<file path="src/include/pwm_pkg.sv">
`default_nettype none
package pwm_pkg;

  // channel count and counter width
  localparam int NUM_CH = 4;
  localparam int CNT_W = 16;
  localparam int NUM_PRE = 11;
  localparam int PRE_CNT_W = 10;

  // global register byte offsets
  localparam logic [9:0] OFS_DIVIDER_CONFIG = 10'h000;
  localparam logic [9:0] OFS_CHANNEL_ENABLE_SET = 10'h004;
  localparam logic [9:0] OFS_CHANNEL_DISABLE_SET = 10'h008;
  localparam logic [9:0] OFS_CHANNEL_STATUS = 10'h00c;
  localparam logic [9:0] OFS_IRQ_ENABLE_SET = 10'h010;
  localparam logic [9:0] OFS_IRQ_DISABLE_SET = 10'h014;
  localparam logic [9:0] OFS_IRQ_MASK_VIEW = 10'h018;
  localparam logic [9:0] OFS_IRQ_FLAGS_CLEAR_ON_READ = 10'h01c;

  // channel window: base, per-channel stride bit, register offsets inside it
  localparam logic [2:0] CH_WINDOW_TAG = 3'h4;
  localparam int CH_SEL_LSB = 5;
  localparam logic [4:0] OFS_CHANNEL_MODE = 5'h00;
  localparam logic [4:0] OFS_CHANNEL_DUTY = 5'h04;
  localparam logic [4:0] OFS_CHANNEL_PERIOD = 5'h08;
  localparam logic [4:0] OFS_CHANNEL_COUNTER = 5'h0c;
  localparam logic [4:0] OFS_CHANNEL_UPDATE = 5'h10;

  // divider_config fields
  localparam int LINEAR_DIV_A_LSB = 0;
  localparam int PRESCALE_SEL_A_LSB = 8;
  localparam int LINEAR_DIV_B_LSB = 16;
  localparam int PRESCALE_SEL_B_LSB = 24;

  // channel_mode fields
  localparam int CLOCK_SELECT_LSB = 0;
  localparam int CENTER_ALIGN_BIT = 8;
  localparam int POLARITY_BIT = 9;
  localparam int UPDATE_TARGET_BIT = 10;

  // channel_clock_select codes above the prescaled set
  localparam logic [3:0] SEL_DIVIDED_A = 4'hb;
  localparam logic [3:0] SEL_DIVIDED_B = 4'hc;

  // reset values
  localparam logic [7:0] LINEAR_DIV_RST = 8'h00;
  localparam logic [3:0] PRESCALE_SEL_RST = 4'h0;
  localparam logic [CNT_W-1:0] CNT_RST = 16'h0000;

  // one divider's configuration
  typedef struct packed {
    logic [3:0] prescale_sel;
    logic [7:0] linear_div;
  } divider_cfg_t;

  // one channel's mode fields
  typedef struct packed {
    logic update_target_sel;
    logic output_polarity;
    logic center_align_sel;
    logic [3:0] channel_clock_select;
  } chan_mode_t;

endpackage : pwm_pkg
`default_nettype wire

</file>
<file path="src/pwm_controller.sv">
// What this block does
// - each divider divides its chosen prescaled clock
// - reset clears divider factors and prescale selects
// - prescaled clocks except undivided held off at reset
// - four channels: selector, 16-bit counter, comparator
// - clock select picks eleven prescales or A/B
// - left-aligned counts up to period minus one, then restarts
// - center-aligned counts up then down, double period
// - period equals prescale factor times period value
// - duty sets counts spent at starting level
// - polarity sets starting level, default low
// - alignment bit selects mode, default left-aligned
// - output fixed low at duty/polarity extremes
// - output fixed high at opposite extremes
// - polarity takes effect only while channel disabled
// - direct period/duty writes only while disabled
// - bits in one enable write start together
// - update value held until period end
// - update target bit picks period or duty
// - period end sets flag; flags register read clears
// - enable-set unmasks, disable-set masks channel interrupt
// - factor zero stops, one passes, else divides
`timescale 1ns/1ps
`default_nettype none
module pwm_controller #(
  parameter int NUM_CH = pwm_pkg::NUM_CH
) (
  // clock and reset
  input wire logic clk_i,
  input wire logic rst_i,
  // avalon-mm slave
  input wire logic [9:0] avs_address_i,
  input wire logic avs_read_i,
  input wire logic avs_write_i,
  input wire logic [31:0] avs_writedata_i,
  input wire logic [3:0] avs_byteenable_i,
  output logic [31:0] avs_readdata_o,
  output logic avs_waitrequest_o,
  // waveform pins and interrupt
  output logic [NUM_CH-1:0] waveform_output_o,
  output logic irq_o
);

  localparam int CW = pwm_pkg::CNT_W;
  localparam logic [CW-1:0] CNT_ZERO = pwm_pkg::CNT_RST;

  // bus handshake
  logic ack;
  logic do_wr;
  logic do_rd;
  logic [31:0] wmask;
  logic [31:0] wbits;
  logic ch_win;
  logic [1:0] ch_idx;
  logic [4:0] ch_reg;
  logic [31:0] rd_mux;

  // clock generator
  logic [pwm_pkg::PRE_CNT_W-1:0] pre_cnt;
  logic [pwm_pkg::NUM_PRE-1:0] pre_tick;
  pwm_pkg::divider_cfg_t cfg_a;
  pwm_pkg::divider_cfg_t cfg_b;
  logic divided_clock_a;
  logic divided_clock_b;

  // channel state
  pwm_pkg::chan_mode_t chan_mode [NUM_CH];
  logic [CW-1:0] period_value [NUM_CH];
  logic [CW-1:0] duty_value [NUM_CH];
  logic [CW-1:0] chan_cnt [NUM_CH];
  logic [CW-1:0] update_value [NUM_CH];
  logic [NUM_CH-1:0] update_pending;
  logic [NUM_CH-1:0] count_down;
  logic [NUM_CH-1:0] chan_en;
  logic [NUM_CH-1:0] chan_tick;
  logic [NUM_CH-1:0] period_end;
  logic [NUM_CH-1:0] irq_mask;
  logic [NUM_CH-1:0] irq_flags;
  logic [NUM_CH-1:0] flag_clear;

  // channel clock selector, shared by every channel
  function automatic logic select_tick(input logic [3:0] sel,
                                       input logic [pwm_pkg::NUM_PRE-1:0] pre,
                                       input logic tick_a, input logic tick_b);
    logic t;
    t = 1'b0;
    if (sel < 4'(pwm_pkg::NUM_PRE))
    begin
      t = pre[sel];
    end
    else if (sel == pwm_pkg::SEL_DIVIDED_A)
    begin
      t = tick_a;
    end
    else if (sel == pwm_pkg::SEL_DIVIDED_B)
    begin
      t = tick_b;
    end
    return t;
  endfunction : select_tick

  // byte-enable merge for stored registers
  function automatic logic [31:0] merge(input logic [31:0] old, input logic [31:0] wd,
                                        input logic [31:0] m);
    return (old & ~m) | (wd & m);
  endfunction : merge

  // two-cycle access: waitrequest high in the request's first cycle
  always_ff @(posedge clk_i)
  begin
    if (rst_i)
    begin
      ack <= 1'b0;
    end
    else
    begin
      ack <= (avs_read_i | avs_write_i) & ~ack;
    end
  end

  assign avs_waitrequest_o = ~ack;
  assign do_wr = avs_write_i & ack;
  assign do_rd = avs_read_i & ack;
  assign wmask = {{8{avs_byteenable_i[3]}}, {8{avs_byteenable_i[2]}},
                  {8{avs_byteenable_i[1]}}, {8{avs_byteenable_i[0]}}};
  assign wbits = avs_writedata_i & wmask;
  assign ch_win = (avs_address_i[9:7] == pwm_pkg::CH_WINDOW_TAG);
  assign ch_idx = avs_address_i[pwm_pkg::CH_SEL_LSB +: 2];
  assign ch_reg = avs_address_i[4:0];

  // read mux; unmapped and write-only addresses read zero
  always_comb
  begin
    rd_mux = 32'h0000_0000;
    if (ch_win)
    begin
      case (ch_reg)
        pwm_pkg::OFS_CHANNEL_MODE:
        begin
          rd_mux[pwm_pkg::CLOCK_SELECT_LSB +: 4] = chan_mode[ch_idx].channel_clock_select;
          rd_mux[pwm_pkg::CENTER_ALIGN_BIT] = chan_mode[ch_idx].center_align_sel;
          rd_mux[pwm_pkg::POLARITY_BIT] = chan_mode[ch_idx].output_polarity;
          rd_mux[pwm_pkg::UPDATE_TARGET_BIT] = chan_mode[ch_idx].update_target_sel;
        end
        pwm_pkg::OFS_CHANNEL_DUTY: rd_mux[CW-1:0] = duty_value[ch_idx];
        pwm_pkg::OFS_CHANNEL_PERIOD: rd_mux[CW-1:0] = period_value[ch_idx];
        pwm_pkg::OFS_CHANNEL_COUNTER: rd_mux[CW-1:0] = chan_cnt[ch_idx];
        default: rd_mux = 32'h0000_0000;
      endcase
    end
    else
    begin
      case (avs_address_i)
        pwm_pkg::OFS_DIVIDER_CONFIG:
        begin
          rd_mux[pwm_pkg::LINEAR_DIV_A_LSB +: 8] = cfg_a.linear_div;
          rd_mux[pwm_pkg::PRESCALE_SEL_A_LSB +: 4] = cfg_a.prescale_sel;
          rd_mux[pwm_pkg::LINEAR_DIV_B_LSB +: 8] = cfg_b.linear_div;
          rd_mux[pwm_pkg::PRESCALE_SEL_B_LSB +: 4] = cfg_b.prescale_sel;
        end
        pwm_pkg::OFS_CHANNEL_STATUS: rd_mux[NUM_CH-1:0] = chan_en;
        pwm_pkg::OFS_IRQ_MASK_VIEW: rd_mux[NUM_CH-1:0] = irq_mask;
        pwm_pkg::OFS_IRQ_FLAGS_CLEAR_ON_READ: rd_mux[NUM_CH-1:0] = irq_flags;
        default: rd_mux = 32'h0000_0000;
      endcase
    end
  end

  // read data captured in the waiting cycle, stands through the accept cycle
  always_ff @(posedge clk_i)
  begin
    if (rst_i)
    begin
      avs_readdata_o <= 32'h0000_0000;
    end
    else if (avs_read_i & ~ack)
    begin
      avs_readdata_o <= rd_mux;
    end
  end

  // free-running modulo counter; ticks above the undivided one held off in reset
  always_ff @(posedge clk_i)
  begin
    if (rst_i)
    begin
      pre_cnt <= '0;
    end
    else
    begin
      pre_cnt <= pre_cnt + 1'b1;
    end
  end

  assign pre_tick[0] = 1'b1;
  for (genvar k = 1; k < pwm_pkg::NUM_PRE; k++)
  begin : g_pre
    assign pre_tick[k] = ~rst_i & (&pre_cnt[k-1:0]);
  end

  // divider configuration register
  always_ff @(posedge clk_i)
  begin
    if (rst_i)
    begin
      cfg_a <= '{prescale_sel: pwm_pkg::PRESCALE_SEL_RST, linear_div: pwm_pkg::LINEAR_DIV_RST};
      cfg_b <= '{prescale_sel: pwm_pkg::PRESCALE_SEL_RST, linear_div: pwm_pkg::LINEAR_DIV_RST};
    end
    else if (do_wr && !ch_win && avs_address_i == pwm_pkg::OFS_DIVIDER_CONFIG)
    begin
      cfg_a.linear_div <= 8'(merge({24'h0, cfg_a.linear_div}, avs_writedata_i, wmask));
      cfg_a.prescale_sel <= 4'(merge({20'h0, cfg_a.prescale_sel, 8'h0}, avs_writedata_i,
                                     wmask) >> pwm_pkg::PRESCALE_SEL_A_LSB);
      cfg_b.linear_div <= 8'(merge({8'h0, cfg_b.linear_div, 16'h0}, avs_writedata_i,
                                   wmask) >> pwm_pkg::LINEAR_DIV_B_LSB);
      cfg_b.prescale_sel <= 4'(merge({4'h0, cfg_b.prescale_sel, 24'h0}, avs_writedata_i,
                                     wmask) >> pwm_pkg::PRESCALE_SEL_B_LSB);
    end
  end

  // the two linear dividers
  linear_divider u_div_a (
    .clk_i(clk_i),
    .rst_i(rst_i),
    .tick_i(pre_tick),
    .cfg_i(cfg_a),
    .clk_en_o(divided_clock_a)
  );

  linear_divider u_div_b (
    .clk_i(clk_i),
    .rst_i(rst_i),
    .tick_i(pre_tick),
    .cfg_i(cfg_b),
    .clk_en_o(divided_clock_b)
  );

  // per-channel clock enable and end-of-period detect
  for (genvar c = 0; c < NUM_CH; c++)
  begin : g_ch
    assign chan_tick[c] = chan_en[c] & select_tick(chan_mode[c].channel_clock_select,
      pre_tick, divided_clock_a, divided_clock_b);
    assign period_end[c] = chan_tick[c] & (chan_mode[c].center_align_sel
      ? (count_down[c] && chan_cnt[c] == CNT_ZERO)
      : (period_value[c] == CNT_ZERO || chan_cnt[c] >= period_value[c] - 16'h0001));
  end

  // channel enable: one write starts every named channel on the same edge
  always_ff @(posedge clk_i)
  begin
    if (rst_i)
    begin
      chan_en <= '0;
    end
    else if (do_wr && !ch_win && avs_address_i == pwm_pkg::OFS_CHANNEL_ENABLE_SET)
    begin
      chan_en <= chan_en | wbits[NUM_CH-1:0];
    end
    else if (do_wr && !ch_win && avs_address_i == pwm_pkg::OFS_CHANNEL_DISABLE_SET)
    begin
      chan_en <= chan_en & ~wbits[NUM_CH-1:0];
    end
  end

  // channel counters; a disabled channel sits at zero, so starts line up
  always_ff @(posedge clk_i)
  begin
    for (int i = 0; i < NUM_CH; i++)
    begin
      if (rst_i || !chan_en[i])
      begin
        chan_cnt[i] <= CNT_ZERO;
        count_down[i] <= 1'b0;
      end
      else if (chan_tick[i])
      begin
        if (!chan_mode[i].center_align_sel)
        begin
          chan_cnt[i] <= period_end[i] ? CNT_ZERO : chan_cnt[i] + 16'h0001;
        end
        else if (!count_down[i])
        begin
          if (chan_cnt[i] >= period_value[i])
          begin
            count_down[i] <= 1'b1;
            chan_cnt[i] <= (chan_cnt[i] == CNT_ZERO) ? CNT_ZERO : chan_cnt[i] - 16'h0001;
          end
          else
          begin
            chan_cnt[i] <= chan_cnt[i] + 16'h0001;
          end
        end
        else if (chan_cnt[i] == CNT_ZERO)
        begin
          count_down[i] <= 1'b0;
          chan_cnt[i] <= (period_value[i] == CNT_ZERO) ? CNT_ZERO : 16'h0001;
        end
        else
        begin
          chan_cnt[i] <= chan_cnt[i] - 16'h0001;
        end
      end
    end
  end

  // channel configuration: mode, period, duty and the double buffer
  always_ff @(posedge clk_i)
  begin
    for (int i = 0; i < NUM_CH; i++)
    begin
      if (rst_i)
      begin
        chan_mode[i] <= '0;
        period_value[i] <= CNT_ZERO;
        duty_value[i] <= CNT_ZERO;
        update_value[i] <= CNT_ZERO;
        update_pending[i] <= 1'b0;
      end
      else
      begin
        // buffered value lands at the end of the running period
        if (period_end[i] && update_pending[i])
        begin
          update_pending[i] <= 1'b0;
          if (chan_mode[i].update_target_sel)
          begin
            duty_value[i] <= update_value[i];
          end
          else
          begin
            period_value[i] <= update_value[i];
          end
        end
        if (do_wr && ch_win && ch_idx == 2'(i))
        begin
          case (ch_reg)
            pwm_pkg::OFS_CHANNEL_MODE:
            begin
              if (avs_byteenable_i[0])
              begin
                chan_mode[i].channel_clock_select <= avs_writedata_i[pwm_pkg::CLOCK_SELECT_LSB +: 4];
              end
              if (avs_byteenable_i[1])
              begin
                chan_mode[i].update_target_sel <= avs_writedata_i[pwm_pkg::UPDATE_TARGET_BIT];
                // polarity and alignment are frozen while running
                if (!chan_en[i])
                begin
                  chan_mode[i].output_polarity <= avs_writedata_i[pwm_pkg::POLARITY_BIT];
                  chan_mode[i].center_align_sel <= avs_writedata_i[pwm_pkg::CENTER_ALIGN_BIT];
                end
              end
            end
            pwm_pkg::OFS_CHANNEL_DUTY:
            begin
              if (!chan_en[i])
              begin
                duty_value[i] <= CW'(merge({16'h0, duty_value[i]}, avs_writedata_i, wmask));
              end
            end
            pwm_pkg::OFS_CHANNEL_PERIOD:
            begin
              if (!chan_en[i])
              begin
                period_value[i] <= CW'(merge({16'h0, period_value[i]}, avs_writedata_i,
                                             wmask));
              end
            end
            pwm_pkg::OFS_CHANNEL_UPDATE:
            begin
              // a write in the transfer cycle stays pending for the next end
              update_value[i] <= CW'(merge({16'h0, update_value[i]}, avs_writedata_i,
                                           wmask));
              update_pending[i] <= 1'b1;
            end
            default:
            begin
            end
          endcase
        end
      end
    end
  end

  // comparator: starting level for duty counts, then the other level
  always_ff @(posedge clk_i)
  begin
    for (int i = 0; i < NUM_CH; i++)
    begin
      if (rst_i)
      begin
        waveform_output_o[i] <= 1'b0;
      end
      else if (!chan_en[i])
      begin
        waveform_output_o[i] <= chan_mode[i].output_polarity;
      end
      else if (duty_value[i] == period_value[i] || chan_cnt[i] < duty_value[i])
      begin
        waveform_output_o[i] <= chan_mode[i].output_polarity;
      end
      else
      begin
        waveform_output_o[i] <= ~chan_mode[i].output_polarity;
      end
    end
  end

  // interrupt mask set and clear strobes
  always_ff @(posedge clk_i)
  begin
    if (rst_i)
    begin
      irq_mask <= '0;
    end
    else if (do_wr && !ch_win && avs_address_i == pwm_pkg::OFS_IRQ_ENABLE_SET)
    begin
      irq_mask <= irq_mask | wbits[NUM_CH-1:0];
    end
    else if (do_wr && !ch_win && avs_address_i == pwm_pkg::OFS_IRQ_DISABLE_SET)
    begin
      irq_mask <= irq_mask & ~wbits[NUM_CH-1:0];
    end
  end

  // only flags the read actually returned are cleared, so no event is lost
  assign flag_clear = (do_rd && !ch_win && avs_address_i == pwm_pkg::OFS_IRQ_FLAGS_CLEAR_ON_READ)
    ? avs_readdata_o[NUM_CH-1:0] : '0;

  // sticky end-of-period flags; set wins over clear
  always_ff @(posedge clk_i)
  begin
    if (rst_i)
    begin
      irq_flags <= '0;
    end
    else
    begin
      irq_flags <= (irq_flags & ~flag_clear) | period_end;
    end
  end

  assign irq_o = |(irq_flags & irq_mask);

endmodule : pwm_controller
`default_nettype wire

</file>
<file path="src/linear_divider.sv">
`timescale 1ns/1ps
`default_nettype none
module linear_divider (
  // clock and reset
  input wire logic clk_i,
  input wire logic rst_i,
  // prescaled enables and configuration
  input wire logic [pwm_pkg::NUM_PRE-1:0] tick_i,
  input wire pwm_pkg::divider_cfg_t cfg_i,
  // divided clock enable
  output logic clk_en_o
);

  logic src_tick;
  logic [7:0] div_cnt;

  // pick the prescaled enable; reserved codes give no clock
  always_comb
  begin
    src_tick = 1'b0;
    if (cfg_i.prescale_sel < 4'(pwm_pkg::NUM_PRE))
    begin
      src_tick = tick_i[cfg_i.prescale_sel];
    end
  end

  // count source ticks up to the factor; zero stops, one passes through
  always_ff @(posedge clk_i)
  begin
    if (rst_i)
    begin
      div_cnt <= 8'h00;
    end
    else if (cfg_i.linear_div == 8'h00)
    begin
      div_cnt <= 8'h00;
    end
    else if (src_tick)
    begin
      div_cnt <= (div_cnt >= cfg_i.linear_div - 8'h01) ? 8'h00 : div_cnt + 8'h01;
    end
  end

  // pulse on the last source tick of each divided cycle
  assign clk_en_o = (cfg_i.linear_div != 8'h00) && src_tick
    && (div_cnt >= cfg_i.linear_div - 8'h01);

endmodule : linear_divider
`default_nettype wire

</file>
<file path="config.mk">
export PLATFORM = sky130hd
export DESIGN_NAME = pwm_controller
export DESIGN_NICKNAME = d
export VERILOG_FILES = /design/src/include/pwm_pkg.sv /design/src/pwm_controller.sv /design/src/linear_divider.sv
export SDC_FILE = /design/constraint.sdc
export NUM_CORES = 1
export LEC_CHECK = 0
export ABC_AREA = 1
export BUFFER_PORTS_ARGS = -buffer_cell sky130_fd_sc_hd__buf_4
export CAP_MARGIN = 0
export CELL_PAD_IN_SITES_DETAIL_PLACEMENT = 1
export CELL_PAD_IN_SITES_GLOBAL_PLACEMENT = 2
export CORE_UTILIZATION = 34
export CTS_CLUSTER_DIAMETER = 60
export DETAILED_ROUTE_END_ITERATION = 8
export GPL_ROUTABILITY_DRIVEN = 0
export PLACE_DENSITY_LB_ADDON = 0.3
export SLEW_MARGIN = 5
export SYNTH_ARGS = -nofsm -noshare
export SYNTH_HDL_FRONTEND = slang
export SYNTH_HIERARCHICAL = 1
export SYNTH_SLANG_ARGS = --single-unit
export TNS_END_PERCENT = 100
</file>
<file path="constraint.sdc">
create_clock -name clk_i -period 4 [get_ports clk_i]
set_input_delay 0.2 -clock clk_i [delete_from_list [all_inputs] [get_ports clk_i]]
set_output_delay 0.2 -clock clk_i [all_outputs]
set_load 0.01 [all_outputs]
</file>
==> results.txt, run 1 <==
* Final antenna diode count: 0
- Hold Vio Cnt, Final: 0
- Via count of the first global-routing pass: 29694
* Number of detailed-routing iterations run before antenna repair: 7
- The filler cells instantiated in the layout total 10996.
- Predominant post-synthesis flop cell: edfxtp_1
* Hold path start: avs_address_i[8]
- Yosys printed 6 warnings.
- The number of pins with negative max-slew slack in the final report is 0.
- Half-perimeter wire length after placement: 98.8 mm
* Async set or reset register ratio after synthesis: 0%
- Compared with the post-synthesis result, the final layout area differs by 17.3%.
- The signal on the critical path passes through inv_1 -> ha_1 -> nand3_1 -> xor2_1 -> inv_1 -> ha_1 -> nand2_1 -> o21a_1 -> nand2_1 -> and3b_2 -> inv_1 -> o221ai_1 -> nand2_1 -> nor2_4 -> buf_12 -> nand2_4 -> nor2_4 -> nand3_2 -> a22oi_2 -> buf_6.
- Leakage power summed over all cells: 0.0159 uW
* Power density over the cells: 301 nW/um^2
- Mean cell area of the mapped netlist: 7.37 um^2
- The clock reaches the later pin of the worst-skew pair after 0.66 ns.
- The largest single stage delay on the critical path is 0.40 ns.
- Final sum of negative setup slack: 0 ns
* Number of antenna violations at the first check in global routing: 3
- After detailed placement, the total cell area comes to 33200 um^2.
- TritonCTS created 56 clock buffers.
- Pin count of the biggest net entering global routing: 53
- Number of cells on the worst hold path: 5
- Wires add up to 126 mm.
* Master cell of the clock root buffer: clkbuf_16
- CTS tree: done
- Die Area: 91100 um^2
- Horizontal die dimension: 302 um
- Average wire length per cell after detail routing: 22.6 um
- CP arrival: 4.17 ns
- Area occupied by multi-input gates: 17200 um^2
- The worst path needs 3.83 ns of the cycle, external delays included.
* Slew at the pin with the worst max-slew slack: 0.982 ns
- Remaining antenna violation count: 0
- Top cell family by delay on the critical path: simple AND/OR/NAND/NOR gates
* Overflow left after global routing: 0
- The cell count after synthesis came out at 4149.
- Clock-pin slew of the registers on the worst-case setup and hold paths: 0.06 ns
- IR analysis of the VDD net gives a maximum drop of 309 uV.
* Run status: completed
- Detailed-route DRC error count: 0
* Share of total power in the clock network: 47.4%
* Count of cell types in the netlist: 61
- Starting Density: 34.4%
* Total global routing track utilization: 27.4%
* Final setup violation count: 0
* Number of buffer and inverter instances along the worst setup path: 5
- Clock Tree Buf Depth: 3
- The floorplan has 109 rows.
- Smallest hold slack: 0.0408 ns
- Category of the worst setup path launch point: flip-flop
- The worst setup path is captured at a flip-flop.
* Fraction of layout cells with a size suffix above 1: 11.2%
- Period utilisation layout: 95.7%
- Crit Path Category: flip-flop to flip-flop
* Number of vias in the routed layout: 29861
- In the final design database the tool counted 4629 nets.
- The first global-routing pass estimated 189 mm of wire.
- Required time of the worst setup path: 4.34 ns
* Hold Path Sink: avs_readdata_o[9]
* Number of maximum-capacitance violations: 0
- The largest individual stage delay along the critical path comes from the cell dfxtp_1.
* Sequential cell area fraction in the yosys report: 34.6%
- Setup repair after global routing missed its margin: yes
- TritonCTS sink count: 387
* Std-Cell Core Area: 88800 um^2
* Net switching fraction of the power: 28.6%
- Relative slew slack: 34.5%
* Reg area: 10600 um^2
- Synthesized area: 30600 um^2
- Max Clock Freq: 0.261 GHz
- CTS built an H-tree with a depth of 2.
* Worst-path fanout max: 8
- Per report_power, the sequential group accounts for 41.5% of the total.
* Combinational cell fraction of total power: 11.1%
* Clock skew after layout: 0.0444 ns
- Vias per inst: 5.37
- Switching pwr: 3090 uW
- After synthesis the netlist holds a flip-flop and latch count of 387.
- Across all register-to-register paths, the minimum setup slack is 0.17 ns.
- At the end of the flow the core is filled with cells to 40.4%.
- Io pins: 88
- Post-route cell area: 35900 um^2
- Yosys mapped a number of flops with a built-in enable equal to 284.
- Worst min-delay path category: input port to flip-flop
* Detailed router's first-iteration violation count: 2314
- The count of buffers added on input and output ports is 79.
- Design internal power: 7720 uW
- The floorplan step set the die height to 302 um.
- Commonest non-fill, non-tap cell in the layout: nand2_1
- Most frequent cells in the layout: 881 x nand2_1, 563 x inv_1, 391 x nor2_1
- For the worst flop-to-flop path, the logic depth is 20.
## cells in the mapped netlist (35+ instances only)
library cell / n / share of area (%)
inv_1: 567 / 7.0
o21ai_1: 35 / 0.57
o22ai_1: 78 / 1.6
xnor2_1: 42 / 1.2
nor3_1: 79 / 1.3
o21ai_0: 196 / 3.2
clkbuf_1: 99 / 1.2
dfxtp_1: 103 / 6.7
xor2_1: 141 / 4.0
nand3_1: 249 / 4.1
ha_1: 230 / 9.4
nand4_1: 93 / 1.9
edfxtp_1: 284 / 28
nand2_1: 886 / 11
nor2_1: 392 / 4.8
a21oi_1: 325 / 5.3
## worst reg2reg max path: stages (launching register included)
cell      delay (ns)
dfxtp_1         0.40
inv_1           0.09
ha_1            0.22
nand3_1         0.11
xor2_1          0.15
inv_1           0.06
ha_1            0.27
nand2_1         0.06
o21a_1          0.25
nand2_1         0.15
and3b_2         0.26
inv_1           0.08
o221ai_1        0.19
nand2_1         0.11
nor2_4          0.14
buf_12          0.14
nand2_4         0.07
nor2_4          0.27
nand3_2         0.15
a22oi_2         0.19
buf_6           0.16
## layout make-up
class	instances	area share, %
clock buffer	65	4.03
sequential	387	29.5
timing repair buffer	293	6.88
inverter	588	6.17
tap	1165	4.06
multi-input combinational	3023	48.1
clock inverter	41	1.26
## power by group through the flow
| stage | Combinational (uW) | Clock (uW) | Sequential (uW) |
|---|---|---|---|
| 2_1_floorplan | 677 | 0 | 4530 |
| 6_report | 1200 | 5120 | 4490 |
| 3_5_place_dp | 1150 | 0 | 4570 |
| 3_3_place_gp | 1140 | 0 | 4570 |
| 5_1_grt | 1300 | 5350 | 4500 |
| 4_1_cts | 1180 | 5230 | 4490 |
## per-stage QoR
stage | setup WS (ns) | cells | total power [uW]
after CTS | 0.0711 | 5548 | 10900
after global placement | 0.115 | 5395 | 5700
after floorplan | 0.154 | 4153 | 5210
final | 0.173 | 5562 | 10800
after detailed placement | 0.00905 | 5395 | 5720
after global routing | -0.0586 | 5562 | 11200
## routing by layer
| layer | up-vias | routed length, um | GRT usage (%) |
|---|---|---|---|
| met5 | - | 13 | 0 |
| met4 | 2 | 3760 | 8.08 |
| met3 | 172 | 6330 | 2.83 |
| met2 | 763 | 56700 | 44.2 |
| met1 | 14537 | 59100 | 38.7 |
| li1 | 14387 | - | - |
## repair_timing
action                                  CTS  global route
endpoints found under the setup margin   43           319
resized for setup                         0            45
cloned                                    0             1
pin swaps                                 2            16
buffers inserted                          2            13
hold buffers                             45             0
hold endpoints to repair                 48             0
## kinds of logic (layout without fill, tap and decap cells)
kind of cell	count (synthesis)	after routing	synth area share, %
adders and majority gates	230	230	9.41
buffers and inverters	744	987	9.63
muxes	1	1	0.0327
and+or+nand+nor	1802	1803	26.0
other	2	6	0.0246
DFF	387	387	34.6
AOI/OAI and AO/OA	800	800	15.0
xor gates and xnor gates	183	183	5.24
## worst max path at each step
stage | start | end | slack, ns | cells past startpoint
2_1_floorplan | flip-flop | flip-flop | 0.15 | 19
3_3_place_gp | pre_cnt[0] | flip-flop | 0.11 | 26
3_5_place_dp | pre_cnt[0] | flip-flop | 0.009 | 26
4_1_cts | flip-flop | flip-flop | 0.07 | 19
5_1_grt | pre_cnt[1] | flip-flop | -0.06 | 27
6_report | flip-flop | flip-flop | 0.17 | 20
Note: power is estimated with default switching activity, not from simulation.
==> run 2: changes to the inputs <==
- CORE_UTILIZATION: 34 -> 38
- clock period: 4 -> 3.6 ns (I/O delays scaled with it)
==> run 2 against run 1 <==
Net effect: critical path depth grew 2; total power up 9.4%; sequential power rose by 11%; utilization increased by 8.4 points; routed wire length up 4.6%; cell area rose by 7.7%; maximum frequency is 1.7% higher; non-clock buffer count rose by 211; hold slack improved by 0.013 ns; the flow now finishes with violations (negative setup slack); register-to-register slack lost 0.34 ns; sequential cell count stayed put; clock power is 5.1% higher.
==> results.txt, run 2 (same netlist as run 1, synthesis figures left out) <==
* Critical path's slowest cell: edfxtp_1 (was dfxtp_1)
* Starting Density: 38.6% (was 34.4%)
* Wire length reported by the detailed router: 132 mm (was 126 mm)
- Instance count on the critical path: 22 (was 20)
- Setup repair after global routing missed its margin: yes (unchanged)
- Horizontal die dimension: 286 um (was 302 um)
- The number of instances on the worst hold path was 5 (unchanged).
* Violations in the final reports: negative setup slack
* Final antenna diode count: 0 (unchanged)
- The clock sink count came to 387 (unchanged).
* Fraction of layout cells with a size suffix above 1: 19.3% (was 11.2%)
- Via count of the first global-routing pass: 31732 (was 29694)
* Vias per inst: 5.57 (was 5.37)
- Worst min-delay path category: input port to flip-flop (unchanged)
- The area of the multi-input gates came to 18200 um^2 (was 17200 um^2).
- Cell occurring most often along the worst timing path: buf_4
- The clock root buffer master was clkbuf_16 (unchanged).
* Number of vias in the routed layout: 31525 (was 29861)
* Crit Path Category: flip-flop to flip-flop (unchanged)
* Io pins: 88 (unchanged)
- The overall track demand over capacity in global routing came to 31.4% (was 27.4%).
* CTS tree: done (unchanged)
- Final setup violation count: 315 (was 0)
- Number of detailed-routing iterations run before antenna repair: 5 (was 7)
* Max Clock Freq: 0.266 GHz (was 0.261 GHz)
* Average wire length per cell after detail routing: 23.3 um (was 22.6 um)
- The maximum number of buffers from clock root to sink came to 3 (unchanged).
- Relative slew slack: 27.5% (was 34.5%)
- CP arrival: 4.25 ns (was 4.17 ns)
* Top cell family by delay on the critical path: simple AND/OR/NAND/NOR gates (unchanged)
- The maximum vdd ir drop was 417 uV (was 309 uV).
- Quantity of I/O buffers inserted on ports: 79 (unchanged)
* Period utilisation layout: 104% (was 95.7%)
* Critical path's largest stage delay: 0.42 ns (was 0.40 ns)
- The post-route clock skew is 0.0507 ns (was 0.0444 ns).
- Half-perimeter wire length after placement: 101 mm (was 98.8 mm)
* Clock-pin slew of the registers on the worst-case setup and hold paths: 0.06 ns (about the same)
- Die Area: 81600 um^2 (was 91100 um^2)
* Overflow left after global routing: 0 (unchanged)
* Latest clock arrival within the worst-skew pair: 0.66 ns (about the same)
* Std-Cell Core Area: 79300 um^2 (was 88800 um^2)
* Detailed router's first-iteration violation count: 2844 (was 2314)
- The count of fill cells added during filler insertion came to 9827 (was 10996).
- The y dimension of the die is 286 um (was 302 um).
- Slew at the pin with the worst max-slew slack: 1.09 ns (was 0.982 ns)
- The number of nets with antenna violations after detailed routing was 0 (unchanged).
* Category of the worst setup path launch point: flip-flop (unchanged)
* Number of antenna violations at the first check in global routing: 1 (was 3)
- Post-route setup slack: -0.162 ns (was 0.173 ns)
* Row cnt: 103 (was 109)
- Run status: finished, violations left (was completed)
- Power Total: 11800 uW (was 10800 uW)
- Global-route wire length before repair: 195 mm (was 189 mm)
* Pin count of the biggest net entering global routing: 53 (unchanged)
- Required time of the worst setup path: 4.08 ns (was 4.34 ns)
* Reg2Reg Depth: 22 (was 20)
* Post-Place Worst Slack: -0.396 ns (was 0.00905 ns)
- Detailed-route DRC error count: 0 (unchanged)
- The commonest non-fill, non-tap cell in the layout was nand2_1 (unchanged).
- Final count of pins violating max slew: 0 (unchanged)
- Worst-path fanout max: 8 (unchanged)
* Power density over the cells: 306 nW/um^2 (was 301 nW/um^2)
* Time the final worst path needs with I/O delays and setup: 3.76 ns (was 3.83 ns)
* Leakage power summed over all cells: 0.0174 uW (was 0.0159 uW)
* Signed area change from the synthesized netlist to the final layout: 26.4% (was 17.3%)
- Smallest hold slack: 0.0534 ns (was 0.0408 ns)
* Clock buffers created by TritonCTS: 54 (was 56)
* Number of buffer and inverter instances along the worst setup path: 8 (was 5)
* Reg area: 10600 um^2 (about the same)
- The endpoint type of the worst setup path was a flip-flop (unchanged).
- The number of max-cap violations came to 0 (unchanged).
* Cell breakdown of the critical path: inv_1 -> buf_4 -> ha_1 -> nand2_1 -> nor4_2 -> buf_4 -> nand3_1 -> xor2_1 -> inv_1 -> ha_1 -> nand4_1 -> nor3_1 -> buf_4 -> nand3_1 -> nand4_1 -> nor2_1 -> buf_4 -> nor2_4 -> buf_6 -> nand4_4 -> buf_6 -> o21ai_4 (was inv_1 -> ha_1 -> nand3_1 -> xor2_1 -> inv_1 -> ha_1 -> nand2_1 -> o21a_1 -> nand2_1 -> and3b_2 -> inv_1 -> o221ai_1 -> nand2_1 -> nor2_4 -> buf_12 -> nand2_4 -> nor2_4 -> nand3_2 -> a22oi_2 -> buf_6)
- The number of H-tree branching levels came to 2 (unchanged).
- Final Core Density: 48.8% (was 40.4%)
- Hold Vio Cnt, Final: 0 (unchanged)
- The final net count came to 4840 (was 4629).
- Most frequent cells in the layout: 832 x nand2_1, 557 x inv_1, 377 x buf_4 (was 881 x nand2_1, 563 x inv_1, 391 x nor2_1).
## run 2: cell types whose count changed in the layout (fill, tap and decap cells not counted), sizes merged
cell	before	now
buf	248	455
inv	594	599
nand4	98	100
clkbuf	65	68
clkinv	27	22
dlygate4sd3	45	46
bufinv	5	1
## run 2: stage by stage
stage / area [um^2] / instances / TNS, ns
floorplan: 30600 / 4153 / -8.13
global placement: 34500 / 5449 / -35.47
detailed placement: 34500 / 5449 / -61.91
CTS: 37700 / 5634 / -32.69
global route: 38600 / 5656 / -99.48
finish: 38600 / 5656 / -21.54
## run 2: final timing paths
check,start,end,slack [ns]
setup / recovery,flip-flop,flip-flop,-0.16
hold / removal,avs_address_i[7],avs_readdata_o[10],0.05
setup reg to reg,flip-flop,flip-flop,-0.16
hold reg to reg,avs_readdata_o[26],avs_readdata_o[26],0.46
## run 2: layout make-up
class | count | share of cell area, %
Inverter | 588 | 5.75
Tap cell | 1050 | 3.40
Sequential cell | 387 | 27.4
Timing Repair Buffer | 504 | 11.7
Clock buffer | 65 | 3.68
Clock inverter | 37 | 0.894
Multi-Input combinational cell | 3025 | 47.1
## run 2: layer usage
layer / vias to the layer above / GRT usage, % / wire, um
met1: 15419 / 41.2 / 56300
met5: - / 0 / 13
met3: 243 / 5.30 / 8980
li1: 14810 / - / -
met2: 1051 / 51.0 / 60700
met4: 2 / 13.2 / 5780
## run 2: tightest hold or removal path, stage by stage
cell,delay [ns]
buf_4,0.14
nor3_4,0.06
inv_2,0.07
a31oi_1,0.08
a21oi_1,0.14
## run 2: repair_timing
action	CTS	global route
resized for setup	182	204
hold endpoints to repair	59	0
gates cloned	9	3
buffers inserted	29	24
pin swaps	36	70
setup endpoints to repair	381	394
hold buffers	46	0
## run 2: report_power, final
| part | switching, uW | total (uW) | leakage (uW) | internal (uW) |
|---|---|---|---|---|
| sequential | 119 | 4990 | 0.00390 | 4870 |
| combinational | 981 | 1450 | 0.0126 | 474 |
| clock | 2410 | 5380 | 0.000867 | 2970 |
| total | 3510 | 11800 | 0.0174 | 8320 |
==> run 3: changes to the inputs <==
- SYNTH_HIERARCHICAL: 1 -> not set
==> run 3 against run 2 <==
Net effect: the run still ends with negative setup slack left; via count is 0.38% lower; maximum frequency down 1.7%; cell area is 1.1% lower; critical path depth shrank 2; non-clock buffer count down 40; area after synthesis decreased by 3.9%; synthesized cell count down 6.9%; clock skew fell by 0.012 ns; sequential share of layout area rose by 0.29 points; worst setup slack got worse by 0.064 ns; routed wire length is 5.1% higher; clock power grew 4.1%; critical path type unchanged; largest power group unchanged.
==> results.txt, run 3 <==
* Global-route wire length before repair: 197 mm (was 195 mm)
* Signed area change from the synthesized netlist to the final layout: 30.1% (was 26.4%)
* Required time of the worst setup path: 3.93 ns (was 4.08 ns)
- Number of vias in the routed layout: 31405 (was 31525)
- The largest fanout of any net on the critical path is 8 (unchanged).
* NumNets Final: 4538 (was 4840)
- The critical path class is flip-flop to flip-flop (unchanged).
- The number of detailed-routing iterations run before antenna repair is 5 (unchanged).
* Leading cell types by count after synthesis: 705 x nand2_1, 508 x inv_1, 357 x nor2_1 (was 886 x nand2_1, 567 x inv_1, 392 x nor2_1)
* Fraction of layout cells with a size suffix above 1: 21.6% (was 19.3%)
- Most frequent cells in the layout: 628 x nand2_1, 489 x inv_1, 379 x buf_4 (was 832 x nand2_1, 557 x inv_1, 377 x buf_4).
* Std-Cell Core Area: 76200 um^2 (was 79300 um^2)
* Clock Tree Buf Depth: 3 (unchanged)
- The commonest non-fill, non-tap cell in the layout is nand2_1 (unchanged).
- Final setup violation count: 249 (was 315)
- The clock input transition at the sequential cells of the worst setup and hold paths is 0.06 ns (about the same).
- The clock latency reported for the late side of the worst-skew pair came to 0.65 ns (was 0.66 ns).
* Master cell of the clock root buffer: clkbuf_16 (unchanged)
* Setup repair after global routing missed its margin: yes (unchanged)
- The kind of cell adding the most delay to the critical path is simple AND/OR/NAND/NOR gates (unchanged).
* Count of mapped cells out of synthesis: 3863 (was 4149)
* Number of cells on the worst hold path: 6 (was 5)
- Cell breakdown of the critical path: inv_2 -> nand3_4 -> nor3_4 -> nand4_1 -> nor3_2 -> buf_4 -> a21oi_1 -> a31oi_1 -> ha_1 -> nand2_2 -> nor3_2 -> nand3_1 -> nand4_1 -> nor2_1 -> nor2_2 -> nand4_4 -> nor2_4 -> nand2_2 -> nand3_4 -> o21a_4 (was inv_1 -> buf_4 -> ha_1 -> nand2_1 -> nor4_2 -> buf_4 -> nand3_1 -> xor2_1 -> inv_1 -> ha_1 -> nand4_1 -> nor3_1 -> buf_4 -> nand3_1 -> nand4_1 -> nor2_1 -> buf_4 -> nor2_4 -> buf_6 -> nand4_4 -> buf_6 -> o21ai_4).
* Post-route setup slack: -0.226 ns (was -0.162 ns)
- Total global routing track utilization: 33.7% (was 31.4%)
* Half-perimeter wire length after placement: 103 mm (was 101 mm)
* Die Y-Extent: 280 um (was 286 um)
* Area after detailed placement: 33200 um^2 (was 34500 um^2)
- Wire length reported by the detailed router: 139 mm (was 132 mm)
* Most used standard cell by instance count after synthesis: nand2_1 (unchanged)
- The worst hold-check slack was 0.0368 ns (was 0.0534 ns).
- Run status: finished, violations left (unchanged)
- The endpoint type of the worst setup path is a flip-flop (unchanged).
- Pin count of the biggest net entering global routing: 66 (was 53)
- Synthesized area: 29400 um^2 (was 30600 um^2)
* Mean cell area of the mapped netlist: 7.61 um^2 (was 7.37 um^2)
* Relative slew slack: 32.3% (was 27.5%)
- Hold Vio Cnt, Final: 0 (unchanged)
* Remaining antenna violation count: 0 (unchanged)
- Sequential cell area fraction in the yosys report: 36.0% (was 34.6%)
- Yosys warning count: 0 (was 6)
- The total number of placement rows is 101 (was 103).
- The global-route congestion overflow total came to 0 (unchanged).
- The leakage power was 0.0167 uW (was 0.0174 uW).
- Post-synthesis sequential element count: 387 (unchanged)
* Clock skew after layout: 0.0388 ns (was 0.0507 ns)
- Die Area: 78500 um^2 (was 81600 um^2)
- Library cell with the largest summed area after synthesis: edfxtp_1 (unchanged)
* Average wire length per cell after detail routing: 26.0 um (was 23.3 um)
* Filler cell count: 9150 (was 9827)
- The startpoint of the tightest hold check path was avs_address_i[3] (was avs_address_i[7]).
* EDFF count, synth: 284 (unchanged)
- The number of max-cap violations came to 0 (unchanged).
- Starting Density: 38.6% (about the same)
* Max Clock Freq: 0.261 GHz (was 0.266 GHz)
- The power density over the cells was 323 nW/um^2 (was 306 nW/um^2).
- The per-cell via count in the routed design came to 5.89 (was 5.57).
* Time the final worst path needs with I/O delays and setup: 3.83 ns (was 3.76 ns)
- The number of buffer and inverter stages on the critical path came to 2 (was 8).
- The maximum vdd ir drop is 363 uV (was 417 uV).
- Post-route cell area: 38200 um^2 (was 38600 um^2)
- The fraction of post-synthesis cell area in the top cell type by area was 29.0% (was 27.9%).
- Reg2Reg Depth: 20 (was 22)
* Detailed-route DRC error count: 0 (unchanged)
- The via count of the first global-routing pass was 30240 (was 31732).
- The path category of the worst min-delay check is input port to flip-flop (unchanged).
- Final antenna diode count: 0 (unchanged)
* Final count of pins violating max slew: 0 (unchanged)
* Horizontal die dimension: 280 um (was 286 um)
- Period utilisation layout: 106% (was 104%)
- Count of cell types in the netlist: 68 (was 61)
* Async set or reset register ratio after synthesis: 0% (unchanged)
- The cell type of the slowest stage on the worst timing path is edfxtp_1 (unchanged).
- Most area-consuming cells after synthesis: edfxtp_1 29%, ha_1 9.8%, nand2_1 9.0%, dfxtp_1 7.0%, inv_1 6.5% (was edfxtp_1 28%, nand2_1 11%, ha_1 9.4%, inv_1 7.0%, dfxtp_1 6.7%)
* Category of the worst setup path launch point: flip-flop (unchanged)
- The worst path arrival time came to 4.15 ns (was 4.25 ns).
- The TritonCTS buffer count came to 56 (was 54).
- Io pins: 88 (unchanged)
- The register-to-register setup slack is -0.23 ns (was -0.16 ns).
- CTS tree: done (unchanged)
* Violations in the final reports: negative setup slack (unchanged)
- Detailed router's first-iteration violation count: 3078 (was 2844)
- H-tree levels: 2 (unchanged)
- The clock sink count is 387 (unchanged).
* Quantity of I/O buffers inserted on ports: 79 (unchanged)
- The delay contributed by the slowest stage of the critical path came to 0.41 ns (was 0.42 ns).
* Number of antenna violations at the first check in global routing: 2 (was 1)
- Predominant post-synthesis flop cell: edfxtp_1 (unchanged)
- The actual transition at the worst max-transition pin came to 1.02 ns (was 1.09 ns).
==> run 3: cell count changes after synthesis, sizes merged, moves of 27 or more <==
cell   delta
nand2   -188
nor2     -41
inv      -68
o22ai    +70
nor3     +27
nand3    +28
o21ai    -66
==> run 3: worst reg2reg max path, cell delays in order (launching register included) <==
cell and delay, ns:
edfxtp_1 0.41, inv_2 0.14, nand3_4 0.11, nor3_4 0.18
nand4_1 0.19, nor3_2 0.27, buf_4 0.16, a21oi_1 0.06
a31oi_1 0.22, ha_1 0.20, nand2_2 0.08, nor3_2 0.21
nand3_1 0.10, nand4_1 0.12, nor2_1 0.07, nor2_2 0.13
nand4_4 0.17, nor2_4 0.21, nand2_2 0.11, nand3_4 0.10
o21a_4 0.25
==> run 3: worst max-delay path by stage <==
stage / depth (start not counted) / startpoint / slack [ns] / end
2_1_floorplan: 23 / flip-flop / -0.07 / flip-flop
3_3_place_gp: 21 / flip-flop / -0.38 / flip-flop
3_5_place_dp: 21 / flip-flop / -0.44 / flip-flop
4_1_cts: 21 / flip-flop / -0.17 / flip-flop
5_1_grt: 20 / flip-flop / -0.46 / flip-flop
6_report: 20 / flip-flop / -0.23 / flip-flop
==> run 3: cell type report <==
cell class,count,area (um^2),area share (%)
Sequential cell,387,10600,27.7
Clock inverter,32,298,0.779
Timing Repair Buffer,464,4090,10.7
Clock buffer,72,1530,4.01
Multi-Input combinational cell,2827,18500,48.3
Inverter,522,1960,5.14
Tap cell,1030,1290,3.37
==> run 3: layer usage <==
layer  part of all wire [%]  GRT usage (%)
met5                  0.018              0
met4                    6.2           17.2
met3                    8.6           5.84
met2                     44           51.4
met1                     42           45.7
==> run 3: metrics by stage <==
step                      instances  TNS [ns]  util [%]  total power (uW)  worst slack [ns]
after floorplan                3866     -1.08         -              5910           -0.0677
after global placement         5138    -42.13      43.5              6590            -0.379
after detailed placement       5138    -75.12      43.5              6620            -0.437
after CTS                      5304     -9.77      47.5             12200            -0.170
after global routing           5334    -91.67      50.2             12600            -0.463
final                          5334    -23.70      50.2             12300            -0.226
==> run 3: timing repair <==
action                                  CTS  global route
endpoints found under the setup margin  317           389
resized for setup                       132           383
cloned                                    5             6
hold endpoints to repair                 28             0
setup buffers                            25            24
hold buffers                             32             0
pin swaps                                34           103
==> run 3: power breakdown <==
| part | switching, uW | leakage [uW] | internal, uW | total, uW |
|---|---|---|---|---|
| Combinational | 1150 | 0.0119 | 568 | 1720 |
| Clock | 2360 | 0.000895 | 3240 | 5600 |
| Sequential | 141 | 0.00390 | 4880 | 5020 |
| Total | 3650 | 0.0167 | 8690 | 12300 |
==> run 3: cells by family after synthesis <==
group                      after synthesis  share of synthesized area (%)
other                                    1                         0.0128
xor gates and xnor gates               172                           5.13
buffers and inverters                  655                           8.70
AOI/OAI and AO/OA                      790                           15.6
and+or+nand+nor                       1628                           24.7
adders and majority gates              230                           9.79
DFF                                    387                           36.0
